**config.mk**
```make
export PLATFORM = sky130hd
export DESIGN_NAME = lmrb_bank
export DESIGN_NICKNAME = d
export VERILOG_FILES = /design/src/hdl/lmrb_sync.v /design/src/hdl/lmrb_power_mux.v /design/src/hdl/lmrb_bank.v
export VERILOG_INCLUDE_DIRS = /design/src /design/src/hdl
export SDC_FILE = /design/constraint.sdc
export NUM_CORES = 1
export LEC_CHECK = 0
export BUFFER_PORTS_ARGS = -buffer_cell sky130_fd_sc_hd__buf_4
export CORE_ASPECT_RATIO = 1.2
export CORE_MARGIN = 2
export CORE_UTILIZATION = 25
export DETAILED_ROUTE_END_ITERATION = 8
export PLACE_DENSITY = 0.49
export SETUP_SLACK_MARGIN = 0.1
export SLEW_MARGIN = 25
export SYNTH_ARGS = -nofsm -noshare
export SYNTH_HDL_FRONTEND = slang
export SYNTH_SLANG_ARGS = --single-unit
```
**constraint.sdc**
```tcl
create_clock -name sys_clk -period 16.6 [get_ports sys_clk]
set_clock_uncertainty 0.05 [all_clocks]
set_input_delay 3.32 -clock sys_clk [delete_from_list [all_inputs] [get_ports sys_clk]]
set_output_delay 3.32 -clock sys_clk [all_outputs]
set_load 0.1 [all_outputs]
```
**src/hdl/lmrb_consts.vh**
```
// Constants for the line monitor register bank: offsets, fields, reset values.
// Functional notes
// - Six-bit low battery setting, 1.5 V per code, default -24 V.
// - Three-bit pointer picks transistor one to six; codes 110 and 111 undefined.
// - Read-only power register shows live power of the selected transistor.
// - Transistors one, two, five, six scale at 30.4 mW per count.
// - Transistors three and four scale at 3.62 mW per count.
// - Loop voltage sign in bit 6: zero tip above ring, one below.
// - Loop voltage magnitude, six bits at 1.5 V per count.
// - Loop current direction in bit 6: zero forward, one reverse.
// - Loop current magnitude, six bits at 1.25 mA per count.
// - Live tip-to-ground voltage, eight bits, .376 V per count negative-going.
// - Live ring-to-ground voltage, same scaling as tip.
`ifndef LMRB_CONSTS_VH
`define LMRB_CONSTS_VH

// ****************************************************************
// Register offsets
// ****************************************************************
`define LMRB_OFS_LOW_BATTERY    8'h4B
`define LMRB_OFS_POWER_POINTER  8'h4C
`define LMRB_OFS_POWER_READING  8'h4D
`define LMRB_OFS_LOOP_VOLTAGE   8'h4E
`define LMRB_OFS_LOOP_CURRENT   8'h4F
`define LMRB_OFS_TIP_VOLTAGE    8'h50
`define LMRB_OFS_RING_VOLTAGE   8'h51

// ****************************************************************
// Fields and reset values
// ****************************************************************
`define LMRB_LOW_BATT_W         6
`define LMRB_POINTER_W          3
`define LMRB_MAG_W              6
`define LMRB_SIGN_BIT           6
// -24 V at 1.5 V per code is code 16
`define LMRB_LOW_BATT_RST       6'h10
`define LMRB_POINTER_RST        3'h0
`define LMRB_POINTER_LAST       3'h5
// Transistors three and four are the small ones on the fine power scale
`define LMRB_SMALL_FIRST        3'h2
`define LMRB_SMALL_LAST         3'h3
`define LMRB_POWER_CHANNELS     6
`define LMRB_UNMAPPED_READ      8'h00

`endif

```
**src/hdl/lmrb_sync.v**
```verilog
// Two-stage synchroniser for a bus of measurement inputs.
`timescale 1ns/100ps
`default_nettype none
module lmrb_sync #(
  parameter WIDTH = 8
) (
  input  wire             sys_clk,
  input  wire             rst,
  input  wire [WIDTH-1:0] async_in,
  output reg  [WIDTH-1:0] sync_out
);

  reg [WIDTH-1:0] meta_q;

  // First stage feeds only the second; the converters run outside this clock domain
  always @(posedge sys_clk or posedge rst) begin
    if (rst) begin
      meta_q   <= {WIDTH{1'b0}};
      sync_out <= {WIDTH{1'b0}};
    end else begin
      meta_q   <= async_in;
      sync_out <= meta_q;
    end
  end

endmodule // lmrb_sync
`default_nettype wire

```
**src/hdl/lmrb_power_mux.v**
```verilog
// Power selector: picks one transistor's live power by pointer.
`include "lmrb_consts.vh"
`timescale 1ns/100ps
`default_nettype none
module lmrb_power_mux (
  input  wire [2:0]  pointer,
  input  wire [47:0] power_all,
  output reg  [7:0]  power_sel,
  output reg         low_range
);

  // Undefined pointer codes read zero rather than a stale channel
  always @* begin
    power_sel = 8'h00;
    low_range = 1'b0;
    if (pointer <= `LMRB_POINTER_LAST) begin
      power_sel = power_all[pointer*8 +: 8];
    end
    // Channels three and four are the small transistors, 3.62 mW per count
    low_range = (pointer == `LMRB_SMALL_FIRST) || (pointer == `LMRB_SMALL_LAST);
  end

endmodule // lmrb_power_mux
`default_nettype wire

```
**src/hdl/lmrb_bank.v**
```verilog
// Line monitor register bank: low battery setting, pointer and measurement reads.
`include "lmrb_consts.vh"
`timescale 1ns/100ps
`default_nettype none
module lmrb_bank (
  input  wire        sys_clk,
  input  wire        rst,
  input  wire        reg_wr_en,
  input  wire        reg_rd_en,
  input  wire [7:0]  reg_addr,
  input  wire [7:0]  reg_wdata,
  output reg  [7:0]  reg_rdata_q,
  output reg  [5:0]  low_battery_level_q,
  output reg         power_low_range_q,
  input  wire [47:0] meas_power_all,
  input  wire        meas_loop_voltage_sign,
  input  wire [5:0]  meas_loop_voltage_magnitude,
  input  wire        meas_loop_current_sign,
  input  wire [5:0]  meas_loop_current_magnitude,
  input  wire [7:0]  meas_tip_to_ground,
  input  wire [7:0]  meas_ring_to_ground
);

  // ****************************************************************
  // Measurement synchronisers
  // ****************************************************************
  localparam POWER_CHANNELS = `LMRB_POWER_CHANNELS;

  wire [47:0] power_all_s;
  wire [47:0] power_all_h;
  wire [29:0] loop_line_s;
  reg  [2:0]  power_select_pointer_q;
  wire [7:0]  transistor_power_value;
  wire        low_range;

  // Measurements come from the converters outside this clock domain
  lmrb_sync #(.WIDTH(48)) u_sync_power (
    .sys_clk  (sys_clk),
    .rst      (rst),
    .async_in (meas_power_all),
    .sync_out (power_all_s)
  );

  lmrb_sync #(.WIDTH(30)) u_sync_line (
    .sys_clk  (sys_clk),
    .rst      (rst),
    .async_in ({meas_loop_voltage_sign, meas_loop_voltage_magnitude,
                meas_loop_current_sign, meas_loop_current_magnitude,
                meas_tip_to_ground, meas_ring_to_ground}),
    .sync_out (loop_line_s)
  );

  lmrb_power_mux u_power_mux (
    .pointer   (power_select_pointer_q),
    .power_all (power_all_h),
    .power_sel (transistor_power_value),
    .low_range (low_range)
  );

  // ****************************************************************
  // Settle filters
  // ****************************************************************
  // Two flip-flops stop metastability but not tearing: a word caught mid-change
  // can mix old and new bits. A reading is taken only once two successive
  // synchronised samples agree, at the cost of two more cycles of latency.
  genvar ch;
  generate
    for (ch = 0; ch < POWER_CHANNELS; ch = ch + 1) begin : g_power_settle
      reg  [7:0] prev_q;
      reg  [7:0] hold_q;
      wire [7:0] sample = power_all_s[ch*8 +: 8];

      // Each channel settles on its own, so one busy converter stalls no other
      always @(posedge sys_clk or posedge rst) begin
        if (rst) begin
          prev_q <= 8'h00;
          hold_q <= 8'h00;
        end else begin
          prev_q <= sample;
          if (sample == prev_q) begin
            hold_q <= sample;
          end
        end
      end

      assign power_all_h[ch*8 +: 8] = hold_q;
    end
  endgenerate

  wire [6:0] loop_voltage_s = loop_line_s[29:23];
  wire [6:0] loop_current_s = loop_line_s[22:16];
  wire [7:0] tip_s          = loop_line_s[15:8];
  wire [7:0] ring_s         = loop_line_s[7:0];

  reg  [6:0] loop_voltage_prev_q;
  reg  [6:0] loop_voltage_hold_q;
  reg  [6:0] loop_current_prev_q;
  reg  [6:0] loop_current_hold_q;
  reg  [7:0] tip_prev_q;
  reg  [7:0] tip_hold_q;
  reg  [7:0] ring_prev_q;
  reg  [7:0] ring_hold_q;

  // Sign settles with its magnitude, so a reading never pairs a stale sign
  always @(posedge sys_clk or posedge rst) begin
    if (rst) begin
      loop_voltage_prev_q <= 7'h00;
      loop_voltage_hold_q <= 7'h00;
      loop_current_prev_q <= 7'h00;
      loop_current_hold_q <= 7'h00;
      tip_prev_q          <= 8'h00;
      tip_hold_q          <= 8'h00;
      ring_prev_q         <= 8'h00;
      ring_hold_q         <= 8'h00;
    end else begin
      loop_voltage_prev_q <= loop_voltage_s;
      loop_current_prev_q <= loop_current_s;
      tip_prev_q          <= tip_s;
      ring_prev_q         <= ring_s;
      if (loop_voltage_s == loop_voltage_prev_q) begin
        loop_voltage_hold_q <= loop_voltage_s;
      end
      if (loop_current_s == loop_current_prev_q) begin
        loop_current_hold_q <= loop_current_s;
      end
      if (tip_s == tip_prev_q) begin
        tip_hold_q <= tip_s;
      end
      if (ring_s == ring_prev_q) begin
        ring_hold_q <= ring_s;
      end
    end
  end

  wire       loop_voltage_sign      = loop_voltage_hold_q[6];
  wire [5:0] loop_voltage_magnitude = loop_voltage_hold_q[5:0];
  wire       loop_current_sign      = loop_current_hold_q[6];
  wire [5:0] loop_current_magnitude = loop_current_hold_q[5:0];
  wire [7:0] tip_to_ground_value    = tip_hold_q;
  wire [7:0] ring_to_ground_value   = ring_hold_q;

  // ****************************************************************
  // Writable settings
  // ****************************************************************
  // Write strobes per setting; every other offset decodes to nothing
  wire wr_low_battery   = reg_wr_en && (reg_addr == `LMRB_OFS_LOW_BATTERY);
  wire wr_power_pointer = reg_wr_en && (reg_addr == `LMRB_OFS_POWER_POINTER);

  // Only the two settings take writes; measurement offsets fall through
  always @(posedge sys_clk or posedge rst) begin
    if (rst) begin
      low_battery_level_q    <= `LMRB_LOW_BATT_RST;
      power_select_pointer_q <= `LMRB_POINTER_RST;
    end else begin
      if (wr_low_battery) begin
        low_battery_level_q <= reg_wdata[5:0];
      end
      if (wr_power_pointer) begin
        power_select_pointer_q <= reg_wdata[2:0];
      end
      // Writes to measurement offsets have no target
    end
  end

  // ****************************************************************
  // Read path
  // ****************************************************************
  reg [7:0] rdata_d;

  // Upper bits zero-filled; sign sits in bit 6
  always @* begin
    rdata_d = `LMRB_UNMAPPED_READ;
    case (reg_addr)
      `LMRB_OFS_LOW_BATTERY:   rdata_d = {2'h0, low_battery_level_q};
      `LMRB_OFS_POWER_POINTER: rdata_d = {5'h00, power_select_pointer_q};
      `LMRB_OFS_POWER_READING: rdata_d = transistor_power_value;
      `LMRB_OFS_LOOP_VOLTAGE:  rdata_d = {1'h0, loop_voltage_sign,
                                          loop_voltage_magnitude};
      `LMRB_OFS_LOOP_CURRENT:  rdata_d = {1'h0, loop_current_sign,
                                          loop_current_magnitude};
      `LMRB_OFS_TIP_VOLTAGE:   rdata_d = tip_to_ground_value;
      `LMRB_OFS_RING_VOLTAGE:  rdata_d = ring_to_ground_value;
      default:                 rdata_d = `LMRB_UNMAPPED_READ;
    endcase
  end

  // Read data registered: valid the cycle after the strobe, holds till next
  always @(posedge sys_clk or posedge rst) begin
    if (rst) begin
      reg_rdata_q       <= 8'h00;
      power_low_range_q <= 1'b0;
    end else begin
      if (reg_rd_en) begin
        reg_rdata_q <= rdata_d;
      end
      power_low_range_q <= low_range;
    end
  end

endmodule // lmrb_bank
`default_nettype wire

```
==> flow_summary_export.csv <==
group,metric,value,unit
outcome,status,"finished, final reports clean",
finish,fill_cells,4308,
synthesis,ys_types,34,
placement,dp_slack,10680,ps
synthesis,ys_seq_area_share,74.3,%
power_and_ir_drop,intPower,0.00142,W
synthesis,synth_compound_area_share,2.24,%
power_and_ir_drop,leakagePower,6.07,nW
cts,ctsResizeCount,0,
timing,slew_violations,0,
drt,via_count,5627,
synthesis,synth_top_family_by_area,"multiplexers",
synthesis,yosysTopAreaCell,"dfrtp_1",
timing,worst_pin_slew,841,ps
drt,drt-pass1-iter-count,4,
cts,cts_buffers,36,
setup_path,cp-endpoint,"u_sync_power.sync_out[19]$_DFF_PP0_",
setup_path,end_kind,"async pin",
cts,numClockSinks,330,
timing,fin_crit_sh,29.9,%
floorplan,die_area,46200,sq um
synthesis,muxShareOfSynthArea,12.2,%
global_routing,grt_pass1_wl,36800,um
timing,layout_setup_ws,11630,ps
global_routing,grt_pass1_vias,6204,
timing,min_period,4970,ps
setup_path,critPathLaunch,"rst",
setup_path,regToRegStartpoint,"power_select_pointer_q[0]$_DFFE_PP0P_",
timing,hold_viol_final,0,
placement,place_congestion,0.766,
global_routing,use_met2,17.9,%
synthesis,syn_inst,672,
drt,wl_per_cell,16.5,um
floorplan,start_util,25.4,%
setup_path,r2r-end,"reg_rdata_q[4]$_DFFE_PP0P_",
placement,io_buffers,110,
power_and_ir_drop,sequentialPowerShare,49.3,%
floorplan,die_x,197,um
finish,drive_above_1_share,32.4,%
cts,post_cts_buffers,0,
global_routing,overflow,0,
synthesis,synth_ff_type,"dfrtp_1",
synthesis,synthSimpleGateAreaFrac,4.23,%
global_routing,grt_antenna_before_repair,1,
synthesis,synthAdderAreaFrac,0,%
setup_path,reg2reg_slack,14470,ps
synthesis,synth-edff-count,0,
floorplan,core,43800,sq um
global_routing,grt_use_met3,2.80,%
synthesis,synthTopCellsByCount,"dfrtp_1, mux2_2, xnor2_1",
drt,post_drt_via_cell_ratio,4.01,
finish,multi_input_area,2760,sq um
finish,area_growth,24.5,%
finish,fin_nets,913,
power_and_ir_drop,combPwrFrac,6.7,%
cts,clk_latency,520,ps
setup_path,critPathMaxFanout,107,
timing,max_slew_margin,44.0,%
synthesis,ys_seq_elements,330,
floorplan,row_count,84,
timing,setup_tns,0,ps
timing,grt_setup_unrepaired,"no",
job,cap_violations,0,
synthesis,synth_xor_area_share,6.14,%
setup_path,critPathKind,"in2async",
power_and_ir_drop,clkPwrFrac,44.0,%
setup_path,cp.required,17080,ps
cts,cts_hold_buf,0,
power_and_ir_drop,ir_drop,0.0000587,V
synthesis,ys_warn_count,0,
synthesis,synth_top_area_share,74.0,%
global_routing,busiest_layer,"met2",
floorplan,fp.dieH,235,um
cts,clock_path_buffers,3,
drt,drtIter0Drc,189,
drt,drc,0,
power_and_ir_drop,p_sw_share,22.5,%
drt,drt-total-wl,23100,um
setup_path,reg2reg_depth,6,
finish,post-route-util,31.6,%
global_routing,grt_usage,10.4,%
synthesis,post-synth-top-count-cell,"dfrtp_1",
power_and_ir_drop,p_sw,0.000413,W
setup_path,start_kind,"input pin",
placement,dp_hpwl,16100,um
cts,clk_pin_slew,60,ps
cts,cts_root_buf,"clkbuf_16",
timing,clock.fmax,201,MHz
synthesis,synthArstFlopShare,100,%
timing,setup_viol,0,
global_routing,grt_max_degree,108,
synthesis,syn-num-nets,770,
cts,htreeDepth,2,
global_routing,met1_usage,12.4,%
drt,ant_nets,0,
synthesis,avgSynthCellArea,16.5,sq um
power_and_ir_drop,pwr_density_cell,132,nW/um^2
cts,tritoncts,"built",
synthesis,synth_area_leaders,"dfrtp_1, mux2_2, xnor2_1",
power_and_ir_drop,p_total,0.00183,W
worst_hold_path,min_path_type,"reg2reg",
synthesis,netlist_area,11100,sq um
finish,regArea,8260,sq um
floorplan,num_io_pins,113,
setup_path,worstPathArrival,5450,ps
## worst min-delay path by stage
stage / startpoint / to / cells past startpoint
2_1_floorplan: u_sync_line.meta_q[0]$_DFF_PP0_ / u_sync_line.sync_out[0]$_DFF_PP0_ / 0
3_3_place_gp: u_sync_line.meta_q[22]$_DFF_PP0_ / u_sync_line.sync_out[22]$_DFF_PP0_ / 0
3_5_place_dp: u_sync_line.meta_q[29]$_DFF_PP0_ / u_sync_line.sync_out[29]$_DFF_PP0_ / 0
4_1_cts: u_sync_power.meta_q[45]$_DFF_PP0_ / u_sync_power.sync_out[45]$_DFF_PP0_ / 0
5_1_grt: u_sync_power.meta_q[45]$_DFF_PP0_ / u_sync_power.sync_out[45]$_DFF_PP0_ / 0
6_report: u_sync_power.meta_q[45]$_DFF_PP0_ / u_sync_power.sync_out[45]$_DFF_PP0_ / 0
## per-layer routing
metal	vias up	wire (um)
met5	-	0
met4	0	713
met3	47	1290
met2	109	11800
met1	2872	9320
li1	2599	-
## flip-flops by register name, summed over array words and instances (netlist names), 30 cells and up
signal / flops
u_sync_power.sync_out: 48
g_power_settle.prev_q: 48
u_sync_power.meta_q: 48
g_power_settle.hold_q: 48
u_sync_line.sync_out: 30
u_sync_line.meta_q: 30
## stage by stage
| step | cells | hold WS [ps] | instance area (sq um) |
|---|---|---|---|
| 2_1_floorplan | 672 | 281 | 11100 |
| 3_3_place_gp | 1336 | 283 | 12600 |
| 3_5_place_dp | 1336 | 285 | 12600 |
| 4_1_cts | 1399 | 291 | 13800 |
| 5_1_grt | 1399 | 296 | 13800 |
| 6_report | 1402 | 291 | 13800 |
## critical path, cell delays in order
cell and delay (ps):
buf_4 130, inv_8 470, buf_6 610, buf_4 760
## cells by family after synthesis
group / after synthesis
and+or+nand+nor: 83
DFF: 330
muxes: 122
AOI/OAI and AO/OA: 36
xor gates and xnor gates: 78
buffers and inverters: 23
## power groups by stage
stage                     registers (W)  clock network, W  logic [W]
after global placement         0.000919                 0   0.000124
after global routing           0.000911          0.000876   0.000136
after CTS                      0.000905          0.000840   0.000127
after floorplan                0.000912                 0  0.0000782
final                          0.000903          0.000807   0.000122
after detailed placement       0.000920                 0   0.000126
## placed cells by master (no fill, tap or decap), types with 9 or more instances in the layout
cell type  count
buf_4        112
clkbuf_16     37
dfrtp_1      329
inv_1         13
mux2_2        97
mux2i_1       24
nand2_1       15
nand3_1        9
nand4_1       19
nor2_1        22
o22ai_1        9
xnor2_1       72
## final cells by class
| type | instances | area share [%] |
|---|---|---|
| timing repair buffer | 114 | 6.24 |
| antenna | 3 | 0.0542 |
| tap | 559 | 5.05 |
| inverter | 14 | 0.434 |
| multi-input combinational | 319 | 19.9 |
| clock buffer | 49 | 7.30 |
| sequential | 330 | 59.7 |
| clock inverter | 14 | 1.33 |
Note: power is estimated with default switching activity, not from simulation.
